**src/verilog/urtc_map.svh**
```systemverilog
// offsets-free constant map, field widths, reset values and timing for the serial unit
`ifndef URTC_MAP_SVH
`define URTC_MAP_SVH

`define URTC_SYS_CLK_MHZ 40
`define URTC_DATA_W 8
`define URTC_FIFO_DEPTH 32
`define URTC_DIV_RESET 8'hFF
`define URTC_DIV_MIN 8'h04
`define URTC_CKS_MAX 4'hA
`define URTC_PRE_W 10
`define URTC_CNT_W 10
`define URTC_STOP_EXTRA 10'h002
`define URTC_LATCH_MARGIN 2
`define URTC_PAR_NONE 2'h0
`define URTC_PAR_ZERO 2'h1
`define URTC_PAR_ODD 2'h2
`define URTC_PAR_EVEN 2'h3
`define URTC_LAST_BIT 3'h7

`endif

```
**src/verilog/urtc_pkg.sv**
```systemverilog
// types shared by the serial unit files
`default_nettype none
package urtc_pkg;
    typedef enum {TX_IDLE, TX_START, TX_DATA, TX_PARITY, TX_STOP} urtc_txState_t;
    typedef enum {RX_IDLE, RX_START, RX_DATA, RX_PARITY, RX_STOP} urtc_rxState_t;
    typedef logic [7:0] urtc_byte_t;
endpackage
`default_nettype wire
```
**src/verilog/urtc_core.sv**
```systemverilog
// asynchronous serial unit: base clock, transmitter, receiver and error status
`timescale 1ns/1ps
`default_nettype none
`include "urtc_map.svh"
module urtc_core (
    input wire logic sys_clk, // 40 MHz system clock
    input wire logic rst_n, // async reset, active low
    input wire logic clkRun, // unit clock supply present
    input wire logic powerEnable, // power enable bit
    input wire logic transmitEnable, // transmit enable bit
    input wire logic receiveEnable, // receive enable bit
    input wire logic [3:0] baseClockSelect, // m, base clock = main/2^m
    input wire logic [7:0] baudDivisor, // k, 4..255
    input wire logic [1:0] parityMode, // none, zero, odd, even
    input wire urtc_pkg::urtc_byte_t txData, // transmit data register value
    input wire logic txWrite, // write strobe to transmit data register
    output logic txReady, // transmit fifo accepts a write
    output logic txBusy, // frame in progress or queued
    output logic transmitLine, // serial output, idle high
    input wire logic receiveLine, // serial input
    output urtc_pkg::urtc_byte_t rxData, // received byte
    output logic rxValid, // received byte unread
    input wire logic rxRead, // software read of received byte
    output logic parityError, // sticky parity error
    output logic overrunError, // sticky overrun error
    output logic framingError, // sticky framing error
    input wire logic errorClear // clear all error flags
);
    import urtc_pkg::*;

    function automatic logic [`URTC_CNT_W-1:0] bitTicks(input logic [7:0] k);
        logic [7:0] kk;
        kk = (k < `URTC_DIV_MIN) ? `URTC_DIV_MIN : k;
        bitTicks = {1'b0, kk, 1'b0};
    endfunction

    function automatic logic parityOf(input logic [1:0] mode, input urtc_byte_t d);
        parityOf = 1'b0;
        if (mode == `URTC_PAR_ODD) begin
            parityOf = ~(^d);
        end else if (mode == `URTC_PAR_EVEN) begin
            parityOf = ^d;
        end
    endfunction

    // base clock prescaler
    logic [`URTC_PRE_W-1:0] preCnt_q;
    wire cksValid = (baseClockSelect <= `URTC_CKS_MAX);
    wire [`URTC_PRE_W-1:0] preMax = (`URTC_PRE_W'(1) << baseClockSelect) - 1'b1;
    wire running = clkRun && powerEnable;
    wire baseTick = running && cksValid && (preCnt_q == preMax);
    // one bit spans 2k base ticks: divisor clock, then halved
    wire [`URTC_CNT_W-1:0] fullBit = bitTicks(baudDivisor);
    wire [`URTC_CNT_W-1:0] halfBit = {1'b0, fullBit[`URTC_CNT_W-1:1]};
    wire parityOn = (parityMode != `URTC_PAR_NONE);

    always_ff @(posedge sys_clk or negedge rst_n) begin
        if (!rst_n) begin
            preCnt_q <= '0;
        end else if (clkRun) begin
            if (!powerEnable || baseTick) begin
                preCnt_q <= '0;
            end else begin
                preCnt_q <= preCnt_q + 1'b1;
            end
        end
    end

    // transmit path
    urtc_txState_t txState_q;
    logic [`URTC_CNT_W-1:0] txCnt_q;
    logic [2:0] txIdx_q;
    urtc_byte_t txShift_q;
    logic txLine_q;
    wire fifoValid;
    urtc_byte_t fifoData;
    wire txOn = running && transmitEnable;
    wire txBitEnd = baseTick && (txCnt_q == `URTC_CNT_W'(1));
    wire txStopEnd = (txState_q == TX_STOP) && txBitEnd;
    wire txPop = txOn && fifoValid && ((txState_q == TX_IDLE) || txStopEnd);
    wire txAccept = txWrite && powerEnable && transmitEnable;
    // stop stretch only when another frame is queued behind it
    wire [`URTC_CNT_W-1:0] stopTicks = fifoValid ? fullBit + `URTC_STOP_EXTRA : fullBit;

    urtc_fifo #(
        .WIDTH(`URTC_DATA_W),
        .DEPTH(`URTC_FIFO_DEPTH)
    ) txFifo (
        .sys_clk(sys_clk),
        .rst_n(rst_n),
        .hold(!clkRun),
        .flush(!(powerEnable && transmitEnable)),
        .inValid(txAccept),
        .inReady(txReady),
        .inData(txData),
        .outValid(fifoValid),
        .outReady(txPop),
        .outData(fifoData)
    );

    assign transmitLine = txLine_q;
    assign txBusy = (txState_q != TX_IDLE) || fifoValid;

    always_ff @(posedge sys_clk or negedge rst_n) begin
        if (!rst_n) begin
            txState_q <= TX_IDLE;
            txCnt_q <= '0;
            txIdx_q <= '0;
            txShift_q <= '0;
            txLine_q <= 1'b1;
        end else if (clkRun) begin
            if (!txOn) begin
                txState_q <= TX_IDLE;
                txLine_q <= 1'b1;
            end else if (txPop) begin
                txState_q <= TX_START;
                txShift_q <= fifoData;
                txCnt_q <= fullBit;
                txIdx_q <= '0;
                txLine_q <= 1'b0;
            end else if (txStopEnd) begin
                txState_q <= TX_IDLE;
            end else if (baseTick && txState_q != TX_IDLE) begin
                txCnt_q <= txCnt_q - 1'b1;
                if (txBitEnd) begin
                    txCnt_q <= fullBit;
                    case (txState_q)
                        TX_START: begin
                            txState_q <= TX_DATA;
                            txLine_q <= txShift_q[0];
                        end
                        TX_DATA: begin
                            if (txIdx_q != `URTC_LAST_BIT) begin
                                txIdx_q <= txIdx_q + 1'b1;
                                txLine_q <= txShift_q[txIdx_q + 3'h1];
                            end else if (parityOn) begin
                                txState_q <= TX_PARITY;
                                txLine_q <= parityOf(parityMode, txShift_q);
                            end else begin
                                txState_q <= TX_STOP;
                                txLine_q <= 1'b1;
                                txCnt_q <= stopTicks;
                            end
                        end
                        TX_PARITY: begin
                            txState_q <= TX_STOP;
                            txLine_q <= 1'b1;
                            txCnt_q <= stopTicks;
                        end
                        default: begin
                            txState_q <= TX_IDLE;
                        end
                    endcase
                end
            end
        end
    end

    // receive path
    urtc_rxState_t rxState_q;
    logic [`URTC_CNT_W-1:0] rxCnt_q;
    logic [2:0] rxIdx_q;
    urtc_byte_t rxShift_q;
    logic rxParBit_q;
    logic rxArmed_q;
    urtc_byte_t rxData_q;
    logic rxValid_q;
    logic parErr_q;
    logic ovrErr_q;
    logic frmErr_q;
    wire rxOn = running && receiveEnable;
    wire rxLatch = baseTick && (rxCnt_q == `URTC_CNT_W'(1));
    // only an armed line, one seen high, can give a start edge
    wire startSeen = rxOn && rxArmed_q && !receiveLine && (rxState_q == RX_IDLE);
    wire rxDeliver = rxOn && rxLatch && (rxState_q == RX_STOP);
    wire parBad = parityOn && (rxParBit_q != parityOf(parityMode, rxShift_q));

    assign rxData = rxData_q;
    assign rxValid = rxValid_q;
    assign parityError = parErr_q;
    assign overrunError = ovrErr_q;
    assign framingError = frmErr_q;

    always_ff @(posedge sys_clk or negedge rst_n) begin
        if (!rst_n) begin
            rxState_q <= RX_IDLE;
            rxCnt_q <= '0;
            rxIdx_q <= '0;
            rxShift_q <= '0;
            rxParBit_q <= 1'b0;
            rxArmed_q <= 1'b0;
        end else if (clkRun) begin
            if (!rxOn) begin
                rxState_q <= RX_IDLE;
                rxArmed_q <= 1'b0;
            end else if (startSeen) begin
                // half bit, k base ticks, to the start centre, with no added margin
                rxState_q <= RX_START;
                rxCnt_q <= halfBit;
                rxIdx_q <= '0;
                rxArmed_q <= 1'b0;
            end else if (rxState_q == RX_IDLE) begin
                rxArmed_q <= rxArmed_q || receiveLine;
            end else if (baseTick) begin
                rxCnt_q <= rxCnt_q - 1'b1;
                if (rxLatch) begin
                    rxCnt_q <= fullBit;
                    case (rxState_q)
                        RX_START: begin
                            rxState_q <= receiveLine ? RX_IDLE : RX_DATA;
                            rxArmed_q <= receiveLine;
                        end
                        RX_DATA: begin
                            rxShift_q[rxIdx_q] <= receiveLine;
                            rxIdx_q <= rxIdx_q + 1'b1;
                            if (rxIdx_q == `URTC_LAST_BIT) begin
                                rxState_q <= parityOn ? RX_PARITY : RX_STOP;
                            end
                        end
                        RX_PARITY: begin
                            rxParBit_q <= receiveLine;
                            rxState_q <= RX_STOP;
                        end
                        default: begin
                            // low stop bit leaves the line unarmed
                            rxState_q <= RX_IDLE;
                            rxArmed_q <= receiveLine;
                        end
                    endcase
                end
            end
        end
    end

    // data register and sticky flags: a set in the clearing cycle wins
    always_ff @(posedge sys_clk or negedge rst_n) begin
        if (!rst_n) begin
            rxData_q <= '0;
            rxValid_q <= 1'b0;
            parErr_q <= 1'b0;
            ovrErr_q <= 1'b0;
            frmErr_q <= 1'b0;
        end else if (clkRun) begin
            if (rxRead) begin
                rxValid_q <= 1'b0;
            end
            if (errorClear) begin
                parErr_q <= 1'b0;
                ovrErr_q <= 1'b0;
                frmErr_q <= 1'b0;
            end
            if (rxDeliver) begin
                rxData_q <= rxShift_q;
                rxValid_q <= 1'b1;
                if (rxValid_q && !rxRead) begin
                    ovrErr_q <= 1'b1;
                end
                if (parBad) begin
                    parErr_q <= 1'b1;
                end
                if (!receiveLine) begin
                    frmErr_q <= 1'b1;
                end
            end
        end
    end
endmodule
`default_nettype wire

```
**src/verilog/urtc_fifo.sv**
```systemverilog
// parameterised valid/ready fifo for the transmit data path
`timescale 1ns/1ps
`default_nettype none
module urtc_fifo #(
    parameter int WIDTH = 8,
    parameter int DEPTH = 32,
    parameter int AW = $clog2(DEPTH)
) (
    input wire logic sys_clk, // system clock
    input wire logic rst_n, // async reset, active low
    input wire logic hold, // freeze all state
    input wire logic flush, // drop contents
    input wire logic inValid, // write request
    output logic inReady, // room available
    input wire logic [WIDTH-1:0] inData, // write data
    output logic outValid, // data available
    input wire logic outReady, // consumer takes head
    output logic [WIDTH-1:0] outData // head word
);
    logic [WIDTH-1:0] mem [DEPTH];
    logic [AW:0] wrPtr_q;
    logic [AW:0] rdPtr_q;
    wire empty = (wrPtr_q == rdPtr_q);
    wire full = (wrPtr_q[AW] != rdPtr_q[AW]) && (wrPtr_q[AW-1:0] == rdPtr_q[AW-1:0]);
    wire doWrite = inValid && inReady;
    wire doRead = outValid && outReady;

    assign inReady = !full && !hold && !flush;
    assign outValid = !empty && !hold && !flush;
    assign outData = mem[rdPtr_q[AW-1:0]];

    always_ff @(posedge sys_clk) begin
        if (doWrite) begin
            mem[wrPtr_q[AW-1:0]] <= inData;
        end
    end

    always_ff @(posedge sys_clk or negedge rst_n) begin
        if (!rst_n) begin
            wrPtr_q <= '0;
            rdPtr_q <= '0;
        end else if (flush && !hold) begin
            wrPtr_q <= '0;
            rdPtr_q <= '0;
        end else begin
            if (doWrite) begin
                wrPtr_q <= wrPtr_q + 1'b1;
            end
            if (doRead) begin
                rdPtr_q <= rdPtr_q + 1'b1;
            end
        end
    end
endmodule
`default_nettype wire

```
**config.mk**
```make
export PLATFORM = sky130hd
export DESIGN_NAME = urtc_core
export DESIGN_NICKNAME = d
export VERILOG_FILES = /design/src/verilog/urtc_pkg.sv /design/src/verilog/urtc_core.sv /design/src/verilog/urtc_fifo.sv
export VERILOG_INCLUDE_DIRS = /design/src /design/src/verilog
export SDC_FILE = /design/constraint.sdc
export NUM_CORES = 1
export LEC_CHECK = 0
export ABC_AREA = 0
export BUFFER_PORTS_ARGS = -buffer_cell sky130_fd_sc_hd__buf_2
export CAP_MARGIN = 30
export CORE_UTILIZATION = 30
export DETAILED_ROUTE_END_ITERATION = 8
export SYNTH_ARGS = -nofsm -noshare
export SYNTH_HDL_FRONTEND = slang
export SYNTH_SLANG_ARGS = --single-unit
```
**constraint.sdc**
```tcl
create_clock -name sys_clk -period 3.53 [get_ports sys_clk]
set_input_delay 0.706 -clock sys_clk [delete_from_list [all_inputs] [get_ports sys_clk]]
set_output_delay 0.706 -clock sys_clk [all_outputs]
set_load 0.03 [all_outputs]
```
==> results.yml <==
cells_and_area:
  post-route-util: 0.3565
  fillCellCount: 4749
  register_area_um2: 9821
  drive_above_1_share: 0.2631
  syn2layout_area_growth_pct: 16.92
  final_net_count: 1191
  design_area_um2: 17960
  antenna_cells: 0
  multi_input_area_um2: 5211
clock_tree:
  cts_root_buffer: "clkbuf_16"
  cts_htree_levels: 2
  clk_pin_slew_ns: 0.06
  clock-sinks: 341
  cts_tree: "built"
  post_cts_buffers: 0
  ctsHoldBuffers: 0
  cts_inserted_buffers: 36
  clock_latency_ns: 0.55
  cts-resized-gates: 0
  cts_buffer_depth: 3
critical_path:
  cp.required_ns: 2.82
  start_kind: "register"
  cp.arrival_ns: 2.42
  slowest_delay_ns: 0.52
  path_cells: "xor2_1 > nor3_1 > and3_1 > nand2b_1 > nand2b_1 > buf_2"
  crit_type: "reg2out"
  setup.worst_path.end_class: "primary output"
  cp_max_fo: 10
  worst_path_max_delay_cell: "dfrtp_1"
  path_common_cell: "nand2b_1"
pwr:
  max-vdd-ir-drop_uv: 323.5
  powerDensity_nw_per_um2: 494.4
  power.leakage_nw: 6.316
synthesis:
  synth_mux_area_frac: 0.1424
  synth_nets: 1075
  ys_seq_elements: 341
  synth.largest_area_cell: "edfxtp_1"
  synth_most_common_cell: "edfxtp_1"
  synth_compound_area_frac: 0.06183
  yosys.area.top_type_share: 0.5005
  synth_async_sr_flop_share: 0.2493
  synth_edf_count: 256
  synth_area_leaders: "edfxtp_1 (50%), dfrtp_1 (14%), mux4_2 (12%)"
  synthAdderAreaFrac: 0.01303
  yosys.area_share.simple: 0.09466
  synth_warnings: 0
  synth-xor-area-share: 0.02737
  netlist_area_um2: 15360
  netlist_top_cells_count: "edfxtp_1 (256), nand2_1 (90), dfrtp_1 (84)"
  synth_top_family_by_area: "multiplexers"
  ys_seq_area_frac: 0.6391
  synthFlopType: "edfxtp_1"
  synth_cells: 1027
  avgSynthCellArea_um2: 14.95
  synth_cell_types: 79
route:
  ant_nets: 0
  drc: 0
  wl_per_cell_um: 18.62
  dr.pass1.iters: 5
  vias_per_cell: 4.953
  routed_wl_um: 34250
  drt_iter0_drc: 695
  via_count: 9108
die:
  fp.dieArea_um2: 52100
  core-area_um2: 50380
  rows: 82
  die_h_um: 228.3
  die_w_um: 228.3
  ios: 47
  initial_core_util: 0.3049
timing:
  rsz0062_at_grt: "no"
  setup_viol: 0
  tns_ns: 0
  hold_violations: 0
  max-slew-margin-rel: 0.5454
  hold_ws_ns: 0.1492
  finalClockSkew_ns: 0.02723
  fin_crit_ns: 3.123
  worst_pin_slew_ns: 0.6820
  drv_slew: 0
  worst_slack_ns: 0.4070
  period_share: 0.8847
  fmaxAchievable_mhz: 320.2
grt:
  grt_pass1_wl_um: 53960
  grt_usage: 0.1320
  antenna_found_initial: 0
  grt_pass1_vias: 9255
  grt_overflow: 0
  grt_max_degree: 86
placed_design:
  dp_slack_ns: -0.1477
  hpwlAfterDp_um: 22100
  gp_congestion: 0.8457
  port_buffers: 46
  placed_area_um2: 16880
min_path:
  hp-class: "in2async"
outcome:
  status: "complete, no violations"
flow_run:
  drv_cap: 0
-- through the flow --
step	power, mW	cells
3_3_place_gp	5.422	1776
3_5_place_dp	5.442	1777
5_1_grt	9.246	1839
4_1_cts	8.989	1839
6_report	8.878	1839
2_1_floorplan	5.174	1027
-- placed cells by master, fill, tap and decap left out, types with 4 or more instances in the layout --
cell type,n
nor4_1,7
nor2b_1,5
and3_1,8
nand3_1,21
or3_1,11
o2bb2ai_1,4
nor2_1,74
a211oi_1,5
o31ai_1,5
buf_2,45
xnor2_1,28
nand2_1,90
clkbuf_16,37
nor3_1,19
clkbuf_1,8
a21oi_1,36
mux2_2,15
or2_2,6
nand4_1,11
buf_4,79
clkinv_2,6
inv_1,25
and2_1,7
xor2_1,20
o22ai_1,9
dfrtp_1,82
o21ai_0,30
nand2b_1,8
a31oi_1,5
nor3b_1,6
clkinv_1,4
mux4_2,82
ha_1,16
mux2i_1,13
edfxtp_1,256
o21ai_1,4
-- final timing paths --
kind                                     end  cells past startpoint              start  slack [ns]
setup / recovery                      txBusy                      6  txFifo.wrPtr_q[4]        0.41
hold / removal                   preCnt_q[7]                      2              rst_n        0.15
setup reg to reg           txFifo.mem[31][7]                      6  txFifo.wrPtr_q[4]        0.62
hold reg to reg                    rxData[2]                      2          rxData[2]        0.46
max in group asynchronous  txFifo.rdPtr_q[0]                      2              rst_n        2.89
min in group sys_clk                 rxValid                      4             rxRead        0.45
-- flip-flops by register name, summed over array words and instances (netlist names) --
register        cells
framingError        1
overrunError        1
parityError         1
preCnt_q           10
rxArmed_q           1
rxCnt_q            10
rxData              8
rxIdx_q             3
rxParBit_q          1
rxShift_q           8
rxState_q           3
rxValid             1
transmitLine        1
txCnt_q            10
txFifo.mem        256
txFifo.rdPtr_q      6
txFifo.wrPtr_q      6
txIdx_q             3
txShift_q           8
txState_q           3
-- area by class of cell --
cell class	instances	area share
sequential	341	0.5469
multi-input combinational	610	0.2902
clock buffer	45	0.05323
timing repair buffer	128	0.05045
tap	672	0.04682
clock inverter	17	0.006968
inverter	26	0.005435
-- power by group --
group	switching [mW]	total (mW)	internal, mW
sequential	0.124	4.54	4.42
combinational	0.443	0.813	0.369
clock	1.57	3.52	1.95
total	2.14	8.88	6.74
-- cells by family (layout without fill, tap and decap cells) --
family,Yosys count,count (layout)
mux,113,113
flops,341,341
buf+inv,76,216
xor+xnor,48,48
fa+ha+maj,16,16
simple gates,293,293
compound gates,140,140
-- routing by layer --
metal  GRT usage  up-vias  wire (um)
li1            -     4187          -
met1      0.1855     4624      15790
met2      0.2076      257      15930
met3     0.02900       40       2023
met4     0.03125        0        507
met5           0        -          0
-- critical path: cells and delay by family (launching register included) --
kind                      cells  cell delay [ns]
and+or+nand+nor               4             0.93
buffers and inverters         1             0.19
xor gates and xnor gates      1             0.22
DFF                           1             0.52
Note: power is estimated with default switching activity, not from simulation.
